$ cat config.mk
export PLATFORM = sky130hd
export DESIGN_NAME = gsp_talker
export DESIGN_NICKNAME = d
export VERILOG_FILES = /design/src/hw/gsp_sync.v /design/src/hw/gsp_talker.v
export VERILOG_INCLUDE_DIRS = /design/src /design/src/hw
export SDC_FILE = /design/constraint.sdc
export NUM_CORES = 1
export LEC_CHECK = 0
export ABC_AREA = 0
export BUFFER_PORTS_ARGS = -buffer_cell sky130_fd_sc_hd__buf_2
export CELL_PAD_IN_SITES_DETAIL_PLACEMENT = 1
export CELL_PAD_IN_SITES_GLOBAL_PLACEMENT = 2
export CORE_ASPECT_RATIO = 1.4
export CORE_MARGIN = 3
export CORE_UTILIZATION = 30
export CTS_BUF_LIST = sky130_fd_sc_hd__clkbuf_4
export DETAILED_ROUTE_END_ITERATION = 6
export GPL_TIMING_DRIVEN = 0
export PLACE_DENSITY_LB_ADDON = 0.3
export SYNTH_ARGS = -nofsm -noshare
export SYNTH_HDL_FRONTEND = slang
export SYNTH_SLANG_ARGS = --single-unit
$ cat constraint.sdc
create_clock -name ref_clk -period 2.5 [get_ports ref_clk]
set_input_delay 0.5 -clock ref_clk [delete_from_list [all_inputs] [get_ports ref_clk]]
set_output_delay 0.5 -clock ref_clk [all_outputs]
set_load 0.01 [all_outputs]
$ cat src/hw/gsp_regs.vh
// constants for the bus talker and serial poll interface
`ifndef GSP_REGS_VH
`define GSP_REGS_VH
// ********************************************
// multiline bus commands (7 bit, parity ignored)
// ********************************************
`define GSP_CMD_UNL 7'h3f
`define GSP_CMD_UNT 7'h5f
`define GSP_CMD_SPE 7'h18
`define GSP_CMD_SPD 7'h19
`define GSP_TAD_BASE 7'h40
`define GSP_LAD_BASE 7'h20
// ********************************************
// interface states
// ********************************************
`define GSP_ST_IDLE 2'h0
`define GSP_ST_TALK 2'h1
`define GSP_ST_POLL 2'h2
`define GSP_ST_PTALK 2'h3
// ********************************************
// timing
// ********************************************
`define GSP_CLK_MHZ 200
`define GSP_CTL_HOLD_US 350
// 350 us at 200 MHz, sized to the hold counter so nothing is cut silently
`define GSP_CTL_HOLD_CYC 17'h11170
`define GSP_CNT_W 17
`endif

$ cat src/hw/gsp_sync.v
// two flip-flop synchroniser for a group of asynchronous inputs
`timescale 1ns/10ps
module gsp_sync
#(
   parameter W = 1
)
(
   ref_clk,
   srst,
   d_in,
   q_out
);
   input wire ref_clk;
   input wire srst;
   input wire [W-1:0] d_in;
   output wire [W-1:0] q_out;

   reg [W-1:0] meta_r; // first stage, read only by second stage
   reg [W-1:0] sync_r; // second stage, safe to use

   // ********************************************
   // double register
   // ********************************************
   always @(posedge ref_clk)
   begin
      if (srst)
      begin
         meta_r <= {W{1'b0}};
         sync_r <= {W{1'b0}};
      end
      else
      begin
         meta_r <= d_in;
         sync_r <= meta_r;
      end
   end

   assign q_out = sync_r;
endmodule

$ cat src/hw/gsp_talker.v
// bus talker and serial poll responder, peripheral side of the bus
`timescale 1ns/10ps
`include "gsp_regs.vh"
module gsp_talker
(
   ref_clk,
   srst,
   my_addr,
   atn_n_i,
   ifc_n_i,
   dav_n_i,
   nrfd_n_i,
   ndac_n_i,
   dio_n_i,
   send_request,
   service_request,
   end_request,
   periph_data,
   dav_n_o,
   dav_n_oe,
   ndac_n_o,
   ndac_n_oe,
   nrfd_n_o,
   nrfd_n_oe,
   dio_n_o,
   dio_n_oe,
   srq_n_o,
   srq_n_oe,
   eoi_n_o,
   eoi_n_oe,
   talk_enable,
   poll_in_progress,
   byte_transferred
);
   input wire ref_clk;
   input wire srst;
   input wire [4:0] my_addr; // primary address, strapped
   input wire atn_n_i; // bus attention, active low
   input wire ifc_n_i; // bus interface clear, active low
   input wire dav_n_i; // data valid from bus
   input wire nrfd_n_i; // not ready for data from bus
   input wire ndac_n_i; // not data accepted from bus
   input wire [7:0] dio_n_i; // bus data lines, active low
   input wire send_request; // peripheral byte ready
   input wire service_request; // peripheral wants service
   input wire end_request; // peripheral asks to end transfer
   input wire [7:0] periph_data; // peripheral output bus d1-d8
   output reg dav_n_o;
   output reg dav_n_oe;
   output reg ndac_n_o;
   output reg ndac_n_oe;
   output reg nrfd_n_o;
   output reg nrfd_n_oe;
   output reg [7:0] dio_n_o;
   output reg dio_n_oe;
   output reg srq_n_o;
   output reg srq_n_oe;
   output reg eoi_n_o;
   output reg eoi_n_oe;
   output reg talk_enable;
   output reg poll_in_progress;
   output reg byte_transferred;

   // ********************************************
   // input synchronisation
   // ********************************************
   wire [23:0] raw_in; // all asynchronous inputs in one bundle
   wire [23:0] syn_in; // same, two flops later
   wire atn_s;
   wire ifc_s;
   wire dav_s;
   wire nrfd_s;
   wire ndac_s;
   wire [7:0] dio_s;
   wire send_s;
   wire svc_s;
   wire endr_s;
   wire [7:0] pdat_s; // peripheral byte, same delay as its send request

   assign raw_in = {periph_data, ~atn_n_i, ~ifc_n_i, ~dav_n_i, nrfd_n_i, ndac_n_i, ~dio_n_i,
                    send_request, service_request, end_request};

   gsp_sync #(.W(24)) u_sync
   (
      .ref_clk(ref_clk),
      .srst(srst),
      .d_in(raw_in),
      .q_out(syn_in)
   );

   assign pdat_s = syn_in[23:16];
   assign atn_s = syn_in[15]; // high when attention active
   assign ifc_s = syn_in[14]; // high when clear active
   assign dav_s = syn_in[13]; // high when data valid
   assign nrfd_s = syn_in[12]; // high when listeners ready
   assign ndac_s = syn_in[11]; // high when all accepted
   assign dio_s = syn_in[10:3];
   assign send_s = syn_in[2];
   assign svc_s = syn_in[1];
   assign endr_s = syn_in[0];

   // ********************************************
   // command decode helpers
   // ********************************************
   function is_cmd;
      input [6:0] byte_in;
      input [6:0] code;
      begin
         is_cmd = (byte_in == code);
      end
   endfunction

   reg [1:0] state_r; // remembered interface state
   reg [1:0] state_nxt;
   reg dav_prev_r; // edge detect on bus data valid
   reg acc_r; // command byte accepted, hold ndac high till dav drops
   reg drive_dav_r; // own data valid asserted
   reg gone_pend_r; // dav just let go, peripheral is told next cycle
   reg [`GSP_CNT_W-1:0] hold_r; // end prompt hold counter

   wire cmd_stb; // one pulse per command byte
   wire talking; // talk allowed on the bus
   wire [6:0] cmd;

   assign cmd = dio_s[6:0];
   assign cmd_stb = atn_s & dav_s & ~dav_prev_r;
   assign talking = (state_r == `GSP_ST_TALK || state_r == `GSP_ST_PTALK) & ~atn_s;

   // ********************************************
   // state memory, updated on each command byte
   // ********************************************
   always @*
   begin
      state_nxt = state_r;
      if (cmd_stb)
      begin
         // own talk address; keeps poll flavour if polling
         if (is_cmd(cmd, `GSP_TAD_BASE | {2'h0, my_addr}))
         begin
            if (state_r == `GSP_ST_POLL || state_r == `GSP_ST_PTALK)
               state_nxt = `GSP_ST_PTALK;
            else
               state_nxt = `GSP_ST_TALK;
         end
         // another talk address acts as untalk
         else if (cmd[6:5] == 2'h2 || is_cmd(cmd, `GSP_CMD_UNT))
         begin
            if (state_r == `GSP_ST_PTALK)
               state_nxt = `GSP_ST_POLL;
            else if (state_r == `GSP_ST_TALK)
               state_nxt = `GSP_ST_IDLE;
         end
         else if (is_cmd(cmd, `GSP_CMD_SPE))
         begin
            if (state_r == `GSP_ST_IDLE)
               state_nxt = `GSP_ST_POLL;
         end
         else if (is_cmd(cmd, `GSP_CMD_SPD))
            state_nxt = `GSP_ST_IDLE;
      end
   end

   // ********************************************
   // state register and command acceptance
   // ********************************************
   always @(posedge ref_clk)
   begin
      if (srst || ifc_s)
      begin
         state_r <= `GSP_ST_IDLE;
         dav_prev_r <= 1'b0;
         acc_r <= 1'b0;
      end
      else
      begin
         state_r <= state_nxt;
         dav_prev_r <= dav_s;
         // accept commands at once, regardless of the peripheral
         if (cmd_stb)
            acc_r <= 1'b1;
         else if (~dav_s)
            acc_r <= 1'b0;
      end
   end

   // ********************************************
   // talk handshake and peripheral strobes
   // ********************************************
   always @(posedge ref_clk)
   begin
      // one-cycle mark, set below only when dav is let go
      gone_pend_r <= 1'b0;
      if (srst || ifc_s)
      begin
         drive_dav_r <= 1'b0;
         byte_transferred <= 1'b0;
      end
      else if (~talking)
      begin
         // send request has no effect under attention
         drive_dav_r <= 1'b0;
         byte_transferred <= 1'b0;
      end
      else if (~drive_dav_r)
      begin
         // dav is already high on the bus when the peripheral hears
         if (gone_pend_r)
            byte_transferred <= 1'b1;
         // wait for the peripheral to drop send before a new byte
         else if (byte_transferred && ~send_s)
            byte_transferred <= 1'b0;
         else if (~byte_transferred && nrfd_s && send_s)
            drive_dav_r <= 1'b1;
      end
      else if (ndac_s)
      begin
         drive_dav_r <= 1'b0;
         gone_pend_r <= 1'b1;
      end
   end

   // ********************************************
   // end prompt timer, long enough for the controller to see it
   // ********************************************
   always @(posedge ref_clk)
   begin
      if (srst || ~talking)
         hold_r <= {`GSP_CNT_W{1'b0}};
      else if (endr_s && hold_r == {`GSP_CNT_W{1'b0}})
         hold_r <= `GSP_CTL_HOLD_CYC;
      else if (hold_r != {`GSP_CNT_W{1'b0}})
         hold_r <= hold_r - {{(`GSP_CNT_W-1){1'b0}}, 1'b1};
   end

   // ********************************************
   // registered pin and peripheral outputs
   // ********************************************
   always @(posedge ref_clk)
   begin
      if (srst)
      begin
         dav_n_o <= 1'b1;
         dav_n_oe <= 1'b0;
         ndac_n_o <= 1'b1;
         ndac_n_oe <= 1'b0;
         nrfd_n_o <= 1'b1;
         nrfd_n_oe <= 1'b0;
         dio_n_o <= 8'hff;
         dio_n_oe <= 1'b0;
         srq_n_o <= 1'b1;
         srq_n_oe <= 1'b0;
         eoi_n_o <= 1'b1;
         eoi_n_oe <= 1'b0;
         talk_enable <= 1'b0;
         poll_in_progress <= 1'b0;
      end
      else
      begin
         // data drivers only while talking, never in bare poll
         talk_enable <= talking;
         dio_n_oe <= talking;
         dio_n_o <= ~pdat_s;
         dav_n_oe <= talking;
         dav_n_o <= ~drive_dav_r;
         // under attention hold ndac low until the command is taken
         ndac_n_oe <= atn_s & ~acc_r;
         ndac_n_o <= 1'b0;
         nrfd_n_oe <= 1'b0;
         nrfd_n_o <= 1'b1;
         srq_n_oe <= svc_s | (hold_r != {`GSP_CNT_W{1'b0}});
         srq_n_o <= 1'b0;
         eoi_n_oe <= talking & endr_s;
         eoi_n_o <= 1'b0;
         poll_in_progress <= (state_r == `GSP_ST_POLL || state_r == `GSP_ST_PTALK);
      end
   end
endmodule

==> metrics.csv <==
metric,value,unit
vdd_drop_max,0.3029,mV
timing.final.crit_share,83.24,%
clockRootBuffer,clkbuf_4,
syn_nets,325,
wl,6249,microns
clk_pin_slew_worst_paths,130,ps
place.gp.congestion,0.7204,
async_reset_ff_share,0,%
grt_overflow,0,
ys_seq_area_share,56.90,%
start_util,31.27,%
crit_path_max_fanout,8,
met2_wirelength,3397,microns
worstReg2RegEnd,hold_r[6]$_SDFFE_PP0P_,
htree_levels,3,
num_rows,42,
viasPerCell,4.591,
synth-edff-count,0,
worstHoldStart,dav_n_i,
die_area,11220,sq um
power.switching,0.0005133,W
reg2reg_slack,420,ps
worst_hold_slack,204.4,ps
hold_end,u_sync.meta_r[13]$_SDFF_PP0_,
grt_pass1_vias,2243,
cts_sinks,85,
worstSetupPathType,reg2reg,
n_fill_cell,1168,
wl_met1,2391,microns
min_path_cells,2,
fmax,0.4806,GHz
syn_inst,292,
leakage,1.405,nW
area_delta_synth_final,17.32,%
utilization,36.68,%
grt_max_degree,15,
synthDistinctLibCells,47,
worstPathArrival,2400,ps
drc,0,
drive_above_1_share,23.53,%
core_area,9564,sq um
hold_path_class,in2reg,
setup_tns,0,ps
die_y,124.1,microns
sw_frac_of_total,23.76,%
r2r_cells,4,
maxCapViolCount,0,
wl_met3,241,microns
status,"finished, final reports clean",
drt_pre_antenna_iters,4,
ant_nets,0,
syn_area_per_cell,10.24,sq um
clockBufferDepth,2,
synth-seq-cells,85,
p_int,0.001647,W
cp-end-kind,register,
period_needed,2081,ps
slew_viol_final,0,
cts_hold_buf,0,
grt_setup_unrepaired,false,
routedWlPerCell,12.78,microns
synthesis.area,2990,sq um
io_buffers,49,
seqCellArea,1702,sq um
ys.flop_type,dfxtp_1,
grt_usage,11.76,%
tightestPinTransition,616.3,ps
combPwrFrac,4.5,%
drt_iter0_drc,41,
top_layer_used,met4,
power_frac_clock,30.4,%
fin_skew,11.79,ps
crit_start,hold_r[6]$_SDFFE_PP0P_,
grt_pass1_wl,10160,microns
antenna_found_initial,0,
cts_setup_buffers,0,
worstPathRequired,2820,ps
r2r_start,hold_r[6]$_SDFFE_PP0P_,
diodes,0,
dp_hpwl,4740,microns
multiInputGateArea,1179,sq um
pin_count,53,
fin_nets,385,
report.final.setup_viol,0,
critPathLaunchType,register,
pwr-share-seq,65.1,%
slew_headroom,58.54,%
power_density,615.8,nW/um^2
clk_latency,430,ps
cts_made_buffers,9,
die_w,90.38,microns
final_hold_viol_count,0,
num_vias,2245,
ys_warn_count,0,
cts_resized,0,
cts_tree,done,
-- power groups by stage --
stage	Combinational (W)	Sequential [W]	Clock [W]
2_1_floorplan	0.0000545	0.00144	0
3_3_place_gp	0.0000980	0.00144	0
3_5_place_dp	0.000100	0.00144	0
4_1_cts	0.000101	0.00141	0.000699
5_1_grt	0.000111	0.00141	0.000764
6_report	0.0000973	0.00141	0.000657
-- cell type report --
type,count,area share [%]
flip-flops and latches,85,48.50
multi-input cells,186,33.59
inverters,6,0.6419
well taps,132,4.708
plain buffers,15,2.496
clock buffers,9,1.926
repair buffers,49,6.990
clock inverters,7,1.141
-- routing by layer --
metal,global-route usage (%),up-vias
met1,11.60,1073
met4,8.621,0
li1,-,1123
met5,0,-
met2,21.60,35
met3,2.840,14
-- cell families (layout without fill, tap and decap cells) --
logic type | after synthesis | in the layout | share of synthesized area, %
AO/OA/AOI/OAI | 45 | 45 | 10.00
adder cells (fa/ha/maj) | 2 | 2 | 0.8367
AND/OR/NAND/NOR | 131 | 131 | 26.49
multiplexers | 1 | 1 | 0.3765
flip-flops | 85 | 85 | 56.90
XOR/XNOR | 5 | 5 | 1.464
other | 2 | 2 | 0.2511
buffers and inverters | 21 | 86 | 3.681
-- layout by cell type (no fill, tap or decap), drive strengths merged, types with 6 or more instances in the layout --
master	n
a21oi	14
buf	58
clkbuf	15
dfxtp	85
inv	8
nand2	10
nand2b	12
nor2	20
nor2b	41
nor3	8
nor4	7
o21ai	8
or3	6
or4	9
-- state kept, by name, indices dropped and copies added (netlist names) --
register / flops
u_sync.q_out: 23
srq_n_oe: 1
gone_pend_r: 1
dio_n_o: 8
hold_r: 17
byte_transferred: 1
eoi_n_oe: 1
u_sync.meta_r: 23
poll_in_progress: 1
talk_enable: 1
dav_prev_r: 1
dav_n_o: 1
eoi_n_o: 1
acc_r: 1
drive_dav_r: 1
state_r: 2
ndac_n_oe: 1
-- how the worst max path moves through the flow --
stage	end	slack [ps]	cells after the start
global route	hold_r[14]$_SDFFE_PP0N_	190	6
detailed placement	hold_r[14]$_SDFFE_PP0N_	390	6
finish	hold_r[6]$_SDFFE_PP0P_	420	4
CTS	hold_r[14]$_SDFFE_PP0N_	370	6
floorplan	hold_r[10]$_SDFFE_PP0N_	780	6
global placement	hold_r[6]$_SDFFE_PP0P_	440	4
-- per-stage QoR --
step	power, W	area (sq um)	cells	setup slack (ps)
after global placement	0.001534	3401	473	438.3
after floorplan	0.001491	2990	292	781.1
after global routing	0.002288	3508	489	190.7
after CTS	0.002207	3508	489	368.8
after detailed placement	0.001538	3401	473	391.2
final	0.002160	3508	489	419.1
-- synthesized netlist by cell type (all sizes together) (3+ instances only) --
library cell / number / area [sq um]
a211oi: 5 / 37.54
a21oi: 14 / 70.07
and2: 3 / 18.77
buf: 9 / 65.05
clkbuf: 6 / 22.52
dfxtp: 85 / 1702
inv: 6 / 22.52
nand2: 10 / 37.54
nand2b: 12 / 75.07
nand3: 5 / 30.03
nand4: 3 / 18.77
nor2: 20 / 77.58
nor2b: 41 / 256.5
nor3: 8 / 51.30
nor4: 7 / 56.30
o21ai: 8 / 40.04
o31ai: 5 / 37.54
or3: 6 / 37.54
or4: 9 / 75.07
xnor2: 5 / 43.79
-- critical path, cell delays in order, from the launching register on --
cell and delay [ps]:
dfxtp_1 400, nor4_1 570, nand2_1 380, o31ai_1 510, a211oi_1 100
No activity file was read; power rests on OpenSTA's default activity.
